### src/xcsb_map.svh
// constants for the external chip-select bus front end
//==========================================================
`ifndef XCSB_MAP_SVH
`define XCSB_MAP_SVH
`define XCSB_NUM_CS 3
`define XCSB_ADDR_W 22
`define XCSB_HI_LSB 16
`define XCSB_SZ_BYTE 2'h0
`define XCSB_SZ_HALF 2'h1
`define XCSB_SZ_WORD 2'h2
`define XCSB_SZ_LINE 2'h3
`define XCSB_FIFO_DEPTH 16
`define XCSB_BYTES_8 3'h4
`define XCSB_BYTES_16 3'h2
`endif

### src/xcsb_pkg.sv
// types for the external chip-select bus front end
package xcsb_pkg;
   // one chip-select window configuration
   typedef struct packed {
      logic [15:0] base;
      logic [15:0] ignoreMask;
      logic writeProtect;
      logic valid;
      logic [3:0] waitCount;
      logic autoAck;
      logic [1:0] portWidth;
      logic readLaneStrobeMode;
   } xcsb_cfg_t;
   // one internal access request
   typedef struct packed {
      logic [31:0] addr;
      logic write;
      logic [1:0] size;
      logic [31:0] wdata;
   } xcsb_req_t;
   // one internal answer
   typedef struct packed {
      logic [31:0] rdata;
      logic err;
   } xcsb_rsp_t;
   typedef enum logic [3:0] {
      ST_IDLE = 4'b0001,
      ST_ADDR = 4'b0010,
      ST_DATA = 4'b0100,
      ST_HOLD = 4'b1000
   } xcsb_state_t;
endpackage

### src/xcsb_external_bus_unit.sv
// external bus unit: window decode, lane strobes and bus cycle engine
`include "xcsb_map.svh"
module xcsb_external_bus_unit
   import xcsb_pkg::*;
(
   // clock and reset
   input wire logic clk,
   input wire logic rstn,
   // boot straps
   input wire logic boot_ack_pin,
   input wire logic boot_width_pin,
   // window configuration, one entry per chip select
   input wire xcsb_cfg_t cfgIn [`XCSB_NUM_CS],
   input wire logic [`XCSB_NUM_CS-1:0] cfgWrite,
   // internal request side
   input wire logic reqValid,
   output logic reqReady,
   input wire xcsb_req_t req,
   // internal answer side
   output logic rspValid,
   output xcsb_rsp_t rsp,
   // status
   output logic globalMode,
   // external bus
   output logic bus_clock_out,
   output logic [`XCSB_ADDR_W-1:0] extAddr,
   output logic extWriteN,
   output logic [15:0] extDataOut,
   output logic extDataOe,
   input wire logic [15:0] extDataIn,
   output logic [`XCSB_NUM_CS-1:0] chipSelN,
   output logic readStrobeN,
   output logic [1:0] lane_strobe_n,
   // shared strobe and acknowledge pin
   input wire logic shareAckMode,
   output logic addr_strobe_n,
   output logic addrStrobeOe,
   input wire logic transfer_ack_n
);
   //==========================================================
   // input synchronisers
   logic ackMeta;
   logic ackSync;
   logic bwMeta;
   logic bwSync;
   logic baMeta;
   logic baSync;
   logic [15:0] dinMeta;
   logic [15:0] dinSync;
   always_ff @(posedge clk or negedge rstn) begin
      if (!rstn) begin
         ackMeta <= 1'b1;
         ackSync <= 1'b1;
         dinMeta <= 16'h0000;
         dinSync <= 16'h0000;
      end else begin
         ackMeta <= transfer_ack_n;
         ackSync <= ackMeta;
         dinMeta <= extDataIn;
         dinSync <= dinMeta;
      end
   end
   // straps run through reset, so the first edge after release already sees the pins
   always_ff @(posedge clk) begin
      bwMeta <= boot_width_pin;
      bwSync <= bwMeta;
      baMeta <= boot_ack_pin;
      baSync <= baMeta;
   end

   //==========================================================
   // configuration registers
   xcsb_cfg_t cfg [`XCSB_NUM_CS];
   logic strapDone;
   logic everValid;
   // select zero takes its width and ack from the straps once after release
   always_ff @(posedge clk or negedge rstn) begin
      if (!rstn) begin
         for (int i = 0; i < `XCSB_NUM_CS; i++) begin
            cfg[i] <= '0;
         end
         strapDone <= 1'b0;
      end else begin
         for (int i = 0; i < `XCSB_NUM_CS; i++) begin
            if (cfgWrite[i]) begin
               cfg[i] <= cfgIn[i];
            end
         end
         if (!strapDone && !cfgWrite[0]) begin
            cfg[0].autoAck <= baSync;
            cfg[0].portWidth <= bwSync ? 2'h2 : 2'h1;
            cfg[0].waitCount <= 4'hF;
            strapDone <= 1'b1;
         end
      end
   end
   // global mode ends when zero first goes valid; only reset restores it
   always_ff @(posedge clk or negedge rstn) begin
      if (!rstn) begin
         everValid <= 1'b0;
      end else if (cfg[0].valid) begin
         everValid <= 1'b1;
      end
   end
   always_ff @(posedge clk or negedge rstn) begin
      if (!rstn) begin
         globalMode <= 1'b1;
      end else begin
         globalMode <= !everValid && !cfg[0].valid;
      end
   end

   //==========================================================
   // window decode
   function automatic logic winHit(input xcsb_cfg_t c, input logic [31:0] a, input logic wr);
      logic [15:0] diff;
      diff = (a[31:`XCSB_HI_LSB] ^ c.base) & ~c.ignoreMask;
      return c.valid && (diff == 16'h0000) && !(wr && c.writeProtect);
   endfunction
   function automatic logic isWide(input logic [1:0] pw);
      return pw[1];
   endfunction

   xcsb_req_t head;
   logic headValid;
   logic headReady;
   logic [`XCSB_NUM_CS-1:0] hit;
   logic [`XCSB_NUM_CS-1:0] prot;
   logic gmode;
   assign gmode = !everValid && !cfg[0].valid;
   always_comb begin
      hit = '0;
      prot = '0;
      if (gmode) begin
         hit[0] = 1'b1;
      end else begin
         for (int i = 0; i < `XCSB_NUM_CS; i++) begin
            hit[i] = winHit(cfg[i], head.addr, head.write);
            prot[i] = head.write && cfg[i].writeProtect && winHit(cfg[i], head.addr, 1'b0);
         end
      end
   end

   xcsb_fifo #(.WIDTH($bits(xcsb_req_t)), .DEPTH(`XCSB_FIFO_DEPTH)) reqFifo (
      .clk(clk),
      .rstn(rstn),
      .inValid(reqValid),
      .inReady(reqReady),
      .inData(req),
      .outValid(headValid),
      .outReady(headReady),
      .outData(head)
   );

   //==========================================================
   // cycle engine
   xcsb_state_t state;
   logic [`XCSB_NUM_CS-1:0] curSel;
   logic curWide;
   logic curAuto;
   logic curBem;
   logic [1:0] curSize;
   logic [3:0] curWait;
   logic [3:0] waitCnt;
   logic [2:0] beatsLeft;
   logic [31:0] curAddr;
   logic [31:0] shiftData;
   logic [31:0] gather;
   logic cycleEnd;
   logic ackSeen;
   logic multiHit;
   logic noHit;
   logic misalign;
   logic headWide;
   logic [2:0] nBeats;
   logic popDone;
   logic [31:0] stepAddr;
   // next beat address: one byte on a narrow port, two on a wide one
   assign stepAddr = curAddr + (curWide ? 32'h2 : 32'h1);
   assign multiHit = (hit != 3'h0) && ((hit & (hit - 3'h1)) != 3'h0);
   assign noHit = (hit == 3'h0);
   assign headWide = multiHit ? 1'b1 : isWide(cfg[0].portWidth & {2{hit[0]}} |
      cfg[1].portWidth & {2{hit[1]}} | cfg[2].portWidth & {2{hit[2]}});
   assign misalign = headWide && (head.size != `XCSB_SZ_BYTE) && head.addr[0];
   // beats per request: byte 1, halfword 2 (1 wide), word and line 4 (2 wide)
   always_comb begin
      unique case (head.size)
         `XCSB_SZ_BYTE: nBeats = 3'h1;
         `XCSB_SZ_HALF: nBeats = headWide ? 3'h1 : 3'h2;
         default: nBeats = headWide ? `XCSB_BYTES_16 : `XCSB_BYTES_8;
      endcase
   end
   assign ackSeen = shareAckMode && !ackSync;
   // external acknowledge ends the cycle at once when shareAckMode is set; auto-ack only after its wait count
   assign cycleEnd = ackSeen || (curAuto && (waitCnt == curWait));
   // the request leaves the queue when its last beat is done, or at once on an error
   assign popDone = (state == ST_HOLD) && (beatsLeft == 3'h1);
   assign headReady = ((state == ST_IDLE) && headValid && (noHit || misalign)) || popDone;

   always_ff @(posedge clk or negedge rstn) begin
      if (!rstn) begin
         state <= ST_IDLE;
         curSel <= '0;
         curWide <= 1'b0;
         curAuto <= 1'b0;
         curBem <= 1'b0;
         curSize <= `XCSB_SZ_BYTE;
         curWait <= 4'h0;
         waitCnt <= 4'h0;
         beatsLeft <= 3'h0;
         curAddr <= 32'h0000_0000;
         shiftData <= 32'h0000_0000;
         gather <= 32'h0000_0000;
         extWriteN <= 1'b1;
         rspValid <= 1'b0;
         rsp <= '0;
      end else begin
         rspValid <= 1'b0;
         unique case (state)
            ST_IDLE: begin
               if (headValid && (noHit || misalign)) begin
                  rspValid <= 1'b1;
                  rsp.err <= misalign || (prot == '0);  // protected write ends quietly
                  rsp.rdata <= 32'h0000_0000;
               end else if (headValid) begin
                  curSel <= hit;
                  curWide <= headWide;
                  curAuto <= multiHit ? 1'b0 : (|(hit & {cfg[2].autoAck, cfg[1].autoAck, cfg[0].autoAck}));
                  curBem <= |(hit & {cfg[2].readLaneStrobeMode, cfg[1].readLaneStrobeMode,
                     cfg[0].readLaneStrobeMode});
                  curWait <= (hit[0] ? cfg[0].waitCount : 4'h0) | (hit[1] ? cfg[1].waitCount : 4'h0) |
                     (hit[2] ? cfg[2].waitCount : 4'h0);
                  beatsLeft <= nBeats;
                  curSize <= head.size;
                  curAddr <= head.addr;
                  // left-justify so the most significant piece goes first
                  shiftData <= (head.size == `XCSB_SZ_BYTE) ? {head.wdata[7:0], head.wdata[7:0], 16'h0000} :
                     (head.size == `XCSB_SZ_HALF) ? {head.wdata[15:0], 16'h0000} : head.wdata;
                  gather <= 32'h0000_0000;
                  extWriteN <= !head.write;
                  state <= ST_ADDR;
               end
            end
            ST_ADDR: begin
               waitCnt <= 4'h0;
               state <= ST_DATA;
            end
            ST_DATA: begin
               // waits stretch this phase until the cycle may end
               if (cycleEnd) begin
                  if (curWide && (curSize == `XCSB_SZ_BYTE)) begin
                     // a byte on a wide port sits on the lane its low address bit picks
                     gather <= {gather[23:0], curAddr[0] ? dinSync[7:0] : dinSync[15:8]};
                  end else begin
                     gather <= curWide ? {gather[15:0], dinSync} : {gather[23:0], dinSync[15:8]};
                  end
                  state <= ST_HOLD;
               end else if (waitCnt != 4'hF) begin
                  waitCnt <= waitCnt + 4'h1;
               end
            end
            ST_HOLD: begin
               shiftData <= curWide ? {shiftData[15:0], 16'h0000} : {shiftData[23:0], 8'h00};
               curAddr <= stepAddr;
               if (beatsLeft == 3'h1) begin
                  rspValid <= 1'b1;
                  rsp.err <= 1'b0;
                  rsp.rdata <= gather;
                  extWriteN <= 1'b1;
                  state <= ST_IDLE;
               end else begin
                  state <= ST_ADDR;
               end
               beatsLeft <= beatsLeft - 3'h1;
            end
            default: state <= ST_IDLE;
         endcase
      end
   end
   //==========================================================
   // rising-edge address and write data
   always_ff @(posedge clk or negedge rstn) begin
      if (!rstn) begin
         extAddr <= '0;
         extDataOut <= 16'h0000;
         extDataOe <= 1'b0;
      end else begin
         // the address stands from the rising edge that opens the address phase
         if (state == ST_IDLE && headValid) begin
            extAddr <= head.addr[`XCSB_ADDR_W-1:0];
         end else if (state == ST_HOLD) begin
            extAddr <= stepAddr[`XCSB_ADDR_W-1:0];
         end else begin
            extAddr <= curAddr[`XCSB_ADDR_W-1:0];
         end
         extDataOut <= shiftData[31:16];  // all lanes driven
         extDataOe <= !extWriteN && (state != ST_IDLE);
      end
   end

   //==========================================================
   // falling-edge strobes; switched on every falling edge of the core clock
   function automatic logic [1:0] laneDecode(input logic wide, input logic [1:0] sz, input logic a0);
      if (!wide) begin
         return 2'b01;
      end else if (sz == `XCSB_SZ_BYTE) begin
         return a0 ? 2'b10 : 2'b01;
      end
      return 2'b00;
   endfunction
   logic active;
   assign active = (state == ST_ADDR) || (state == ST_DATA);
   always_ff @(negedge clk or negedge rstn) begin
      if (!rstn) begin
         chipSelN <= '1;
         readStrobeN <= 1'b1;
         lane_strobe_n <= 2'b11;
         addr_strobe_n <= 1'b1;
         addrStrobeOe <= 1'b0;
      end else begin
         chipSelN <= active ? ~curSel : '1;
         readStrobeN <= !(active && extWriteN && (curSel != '0));
         lane_strobe_n <= (active && (!extWriteN || curBem)) ? laneDecode(curWide, curSize, curAddr[0]) : 2'b11;
         addr_strobe_n <= !active;
         addrStrobeOe <= !shareAckMode;
      end
   end
   // bus clock out toggles on each rising core clock edge, at half the core rate
   always_ff @(posedge clk or negedge rstn) begin
      if (!rstn) begin
         bus_clock_out <= 1'b0;
      end else begin
         bus_clock_out <= !bus_clock_out;
      end
   end
endmodule

### src/xcsb_fifo.sv
// request FIFO in front of the external bus engine
module xcsb_fifo #(
   parameter int WIDTH = 8,
   parameter int DEPTH = 16
) (
   // clock and reset
   input wire logic clk,
   input wire logic rstn,
   // filling side
   input wire logic inValid,
   output logic inReady,
   input wire logic [WIDTH-1:0] inData,
   // draining side
   output logic outValid,
   input wire logic outReady,
   output logic [WIDTH-1:0] outData
);
   localparam int AW = $clog2(DEPTH);
   logic [WIDTH-1:0] mem [DEPTH];
   logic [AW-1:0] wrPtr;
   logic [AW-1:0] rdPtr;
   logic [AW:0] count;
   logic doWr;
   logic doRd;
   assign doWr = inValid && inReady;
   assign doRd = outValid && outReady;
   assign inReady = (count != (AW+1)'(DEPTH));  // full at DEPTH entries
   assign outValid = (count != '0);
   assign outData = mem[rdPtr];
   // storage write
   always_ff @(posedge clk) begin
      if (doWr) begin
         mem[wrPtr] <= inData;
      end
   end
   // pointers and fill level
   always_ff @(posedge clk or negedge rstn) begin
      if (!rstn) begin
         wrPtr <= '0;
         rdPtr <= '0;
         count <= '0;
      end else begin
         if (doWr) begin
            wrPtr <= wrPtr + AW'(1);
         end
         if (doRd) begin
            rdPtr <= rdPtr + AW'(1);
         end
         count <= count + (AW+1)'(doWr) - (AW+1)'(doRd);
      end
   end
endmodule

### config.mk
export PLATFORM = sky130hd
export DESIGN_NAME = xcsb_external_bus_unit
export DESIGN_NICKNAME = d
export VERILOG_FILES = /design/src/xcsb_pkg.sv /design/src/xcsb_external_bus_unit.sv /design/src/xcsb_fifo.sv
export VERILOG_INCLUDE_DIRS = /design/src
export SDC_FILE = /design/constraint.sdc
export NUM_CORES = 2
export LEC_CHECK = 0
export BUFFER_PORTS_ARGS = -buffer_cell sky130_fd_sc_hd__buf_4
export CORE_MARGIN = 2
export CORE_UTILIZATION = 50
export CTS_CLUSTER_DIAMETER = 50
export CTS_CLUSTER_SIZE = 20
export DETAILED_ROUTE_END_ITERATION = 8
export PLACE_DENSITY = 0.79
export RECOVER_POWER = 25
export SYNTH_ARGS = -nofsm -noshare
export SYNTH_HDL_FRONTEND = slang
export SYNTH_SLANG_ARGS = --single-unit
export TNS_END_PERCENT = 10
### constraint.sdc
create_clock -name clk -period 8.65 [get_ports clk]
set_input_delay 0.4325 -clock clk [delete_from_list [all_inputs] [get_ports clk]]
set_output_delay 0.4325 -clock clk [all_outputs]
set_load 0.005 [all_outputs]
=== Yosys cells after proc, flatten, opt, wreduce, memory -nomap -nowiden ===
Memories as Yosys holds them, arrays and structs flattened.
Cells that the tools add are included.

* Logic and storage cells: 249
* Bits in writable memories: 1072
* Output and inout port bits: 85
* Flip-flop bits (word level): 382
* Memories: 1
* Input port bits: 219

{| class="wikitable"
|+ Memories
! name !! depth !! bits a word !! rd ports !! clocked after memory_dff !! wr ports !! line !! text
|-
| reqFifo.mem || 16 || 67 || 1 || 0 || 1 || xcsb_fifo.sv:19 || <nowiki>logic [WIDTH-1:0] mem [DEPTH];</nowiki>
|}

* Equality and inequality tests: 17
* Mux-type cells: 64
* Reduce and logical (&&, ||, !) cells: 75
* Bitwise gates (word level): 21
* $add $sub $neg: 8

{| class="wikitable"
|+ Operators with widths
! operator !! count
|-
| $mux 32 || 12
|-
| $pmux 32 s2 || 3
|-
| $mux 33 || 2
|-
| $pmux 33 s2 || 1
|-
| $and 16x16->16 || 3
|-
| $logic_not 16->1 || 3
|-
| $not 16->16 || 3
|-
| $xor 16x16->16 || 3
|-
| $mux 22 || 2
|-
| $add 32x2->32 || 1
|-
| $mux 4 || 8
|-
| $logic_and 1x1->1 || 30
|-
| $mux 2 || 10
|-
| $mux 8 || 2
|-
| $pmux 4 s4 || 1
|-
| $mux 3 || 5
|-
| $reduce_and 3->1 || 5
|-
| $logic_not 1->1 || 14
|-
| $add 4x1->4 const B || 3
|-
| $mux 1 || 12
|-
| $pmux 3 s2 || 2
|-
| $ne 2x2->1 const B || 5
|-
| $reduce_bool 2->1 || 5
|-
| $and 3x3->3 || 3
|-
| other kinds (29) || 47
|}

=== Logic depth before layout (Yosys ltp) ===
An unclocked memory read counts as a cell.

* Word-level depth: 19
* Depth in mapped cells: 25
* Gate-level depth less buffers: 20

=== Cells and area by module ===
A second synthesis with hierarchy kept.

* Cells, all modules: 3381
* Area total of the unflattened synthesis: 57657.8 um^2

{| class="wikitable"
|+ Modules (own cells, without submodules)
! module !! times used !! sequential area each (um^2) !! cells each !! area each (um^2)
|-
| xcsb_fifo || 1 || 32516.2 || 2011 || 42052.8
|-
| xcsb_external_bus_unit || 1 || 8903.5 || 1370 || 15605.0
|}

==> summary.md <==
| Metric | Value |
|---|---|
| Status | `finished, final reports clean` |
| RSZ-0062 raised after global routing | `no` |
| DRC errors left | `0` |
| Area grow syn2layout | `16.0%` |
| Final period utilization | `0.777` |
| HPWL Detailed | `86200 microns` |
| CTS sink cnt | `1441` |
| DP Area | `0.0621 sq mm` |
| GRT Util Overall | `0.249` |
| Total die area | `0.120 sq mm` |
| Final min period | `6.72 ns` |
| IO Pins | `304` |
| Ys Warns | `0` |
| Clk root buf | `clkbuf_16` |
| Initial DRC Count | `3704` |
| Hold_sp | `cfgWrite[0]` |
| Min-Delay Path Depth | `2` |
| Flop2flop setup slack | `1.93 ns` |
| TritonCTS Buffers | `113` |
| Remaining Overflow, GRT | `0` |
| Skew-Pair Late Insertion Delay | `0.73 ns` |
| Crit-path max FO | `42` |
| Worst-Margin Slew | `1.21 ns` |
| Mapped Nets | `3789` |
| Initial antenna violation count | `14` |
| Most common cell after layout, fill and taps aside | `edfxtp_1` |
| Max incr delay on CP | `0.90 ns` |
| Core area | `0.116 sq mm` |
| Hold-fix buffers, CTS | `171` |
| Max rail drop VDD | `0.219 mV` |
| H-Tree Depth | `3` |
| R2r worst-path depth | `21` |
| Routability cong. | `0.874` |
| Fin Setup TNS | `0 ns` |
| Global-route wire length before repair | `224000 microns` |
| I/O Buffers | `300` |
| Critical path launch point type | `flop` |
| Final Max Slew Viols | `0` |
| Hold crit path type | `in2reg` |
| Fin area | `0.0678 sq mm` |
| Setup violations, final | `0` |
| Data arrival, critical path | `7.35 ns` |
| Nets | `4244` |
| Buffer depth of the longest clock path | `3` |
| Final hold vios | `0` |
| Starting Density | `0.503` |
| Design Power | `21700 uW` |
| Number of vias per cell | `6.14` |
| Mapped Cells | `3550` |
| R2R Path Start | `reqFifo.rdPtr[2]` |
| Vias in the first global route | `34600` |
| Vias | `34600` |
| Static Leak | `0.0246 uW` |
| Hold path endpoint | `strapDone` |
| Worst-path clk slew | `0.08 ns` |
| Antenna Violating Nets Remaining | `0` |
| Ys async rst share | `0.253` |
| Avg Inst Size Synth | `16.5 sq um` |
| Max Cap Viol | `0` |
| Wirelength per Cell | `26.8 microns` |
| Synth cell types | `106` |
| Most used cell, CP | `inv_1` |
| CTS tree | `yes` |
| Post_cts resized | `0` |
| FP Rows | `125` |
| WS Path Type | `reg2reg` |
| Commonest cells after routing, fill and taps aside | `edfxtp_1 (1072), dfrtp_1 (348), mux2i_1 (308), buf_4 (299), nand2_1 (261)` |
| Relative slew slack | `0.192` |
| CP max-delay cell | `dfrtp_4` |
| PD cells | `320 mW/mm^2` |
| Critical Path RT | `9.28 ns` |
| Sequential area share after synthesis | `0.709` |
| Largest net degree at the start of global routing | `93` |
| Die Wd | `346 microns` |
| Main flop type after synthesis | `edfxtp_1` |
| Crit-path cells | `buf_4 > inv_1 > mux4_2 > mux2i_1 > o31ai_1 > a221oi_1 > nand4_1 > nor4_1 > and3_1 > o211ai_2 > a21oi_1 > o31ai_2 > inv_1 > ha_1 > inv_1 > ha_1 > fa_1 > a21oi_1 > nor2_1 > nor2_1 > xnor2_1` |
| Setup clock skew after layout | `0.0327 ns` |
| Max frequency | `0.149 GHz` |
| Die H | `346 microns` |
| Setup Buffers After CTS | `0` |
| Crit. End Element | `flop` |
| Synthesized cell area | `0.0584 sq mm` |
| WL final | `151000 microns` |
| Post-synth EDFFs | `1072` |
| #FFs+latches synth | `1441` |
| First drt pass iteration count | `7` |
| Layout cell share with drive strength beyond 1 | `0.215` |
| RR Endpoint | `reqFifo.count[4]` |
-- per-stage QoR --
step | hold WS [ns] | setup slack [ns] | util | std cells
2_1_floorplan | 0.137 | 2.14 | - | 3550
3_3_place_gp | 0.318 | 2.21 | 0.535 | 5237
3_5_place_dp | 0.314 | 2.14 | 0.535 | 5237
4_1_cts | 0.000548 | 2.06 | 0.585 | 5626
5_1_grt | 0.229 | 1.69 | 0.584 | 5629
6_report | 0.215 | 1.93 | 0.584 | 5632
-- power breakdown --
part	total, uW	internal (uW)	switching (uW)	leakage [uW]
registers	9050	8390	666	0.0141
logic	7040	2750	4290	0.00843
clock network	5610	2980	2630	0.00200
-- cells in the mapped netlist, types with 33 or more instances --
| master | n | share of area |
|---|---|---|
| mux4_2 | 144 | 0.056 |
| nor3_1 | 34 | 0.0029 |
| edfxtp_1 | 1072 | 0.55 |
| mux2_2 | 134 | 0.026 |
| a221oi_1 | 91 | 0.014 |
| a21oi_1 | 115 | 0.0099 |
| clkbuf_1 | 99 | 0.0064 |
| buf_2 | 43 | 0.0037 |
| o21ai_0 | 142 | 0.012 |
| nand2_1 | 261 | 0.017 |
| xnor2_1 | 52 | 0.0078 |
| nor2_1 | 130 | 0.0084 |
| inv_1 | 43 | 0.0028 |
| xor2_1 | 33 | 0.0049 |
| a22oi_1 | 82 | 0.011 |
| dfrtp_1 | 352 | 0.15 |
| mux2i_1 | 308 | 0.053 |
-- per-layer routing --
layer,up-vias,wire length [microns],global-route usage
met5,-,94,0
li1,14800,-,-
met2,1869,72800,0.407
met4,14,4960,0.0810
met3,307,14800,0.0537
met1,17600,58300,0.334
-- state kept, by name, summed over array words and instances, names as in the netlist, 16 cells and up --
register and count:
reqFifo.mem 1072, cfg 123, rsp 33, gather 32
shiftData 32, curAddr 22, extAddr 22, dinMeta 16
dinSync 16, extDataOut 16
-- how the worst max path moves through the flow --
stage | start | to | slack [ns] | cells past startpoint
global route | reqFifo.rdPtr[2] | reqFifo.count[4] | 1.69 | 20
detailed placement | reqFifo.rdPtr[2] | reqFifo.count[4] | 2.14 | 20
CTS | reqFifo.rdPtr[2] | reqFifo.count[4] | 2.06 | 20
floorplan | reqFifo.count[2] | reqFifo.mem[3][0] | 2.14 | 8
global placement | state[1] | lane_strobe_n[0] | 2.21 | 3
finish | reqFifo.rdPtr[2] | reqFifo.count[4] | 1.93 | 21
-- critical path: cells and delay by family (launching register included) --
kind                       cells  cell delay [ns]
and+or+nand+nor                5             1.48
AOI/OAI and AO/OA              6             1.29
xor gates and xnor gates       1             0.13
muxes                          2             0.82
DFF                            1             0.90
adders and majority gates      3             0.77
buffers and inverters          4             1.19
-- final cells by class --
class	count	area, sq um
Antenna cell	6	15.0
Clock buffer	130	3030
Clock inverter	89	1060
Fill cell	8289	48300
Inverter	42	158
Multi-Input combinational cell	1867	15900
Sequential cell	1441	41400
Tap cell	1524	1910
Timing Repair Buffer	533	4280
-- logic make-up (layout without fill, tap and decap cells) --
| group | after synthesis | in the layout | synth area share |
|---|---|---|---|
| simple gates | 571 | 571 | 0.0443 |
| xor+xnor | 85 | 85 | 0.0127 |
| buf+inv | 242 | 794 | 0.0210 |
| other cells | 0 | 6 | 0 |
| fa+ha+maj | 21 | 21 | 0.00471 |
| flops | 1441 | 1441 | 0.709 |
| mux | 602 | 602 | 0.139 |
| compound gates | 588 | 588 | 0.0695 |
No activity file was read; power rests on OpenSTA's default activity.
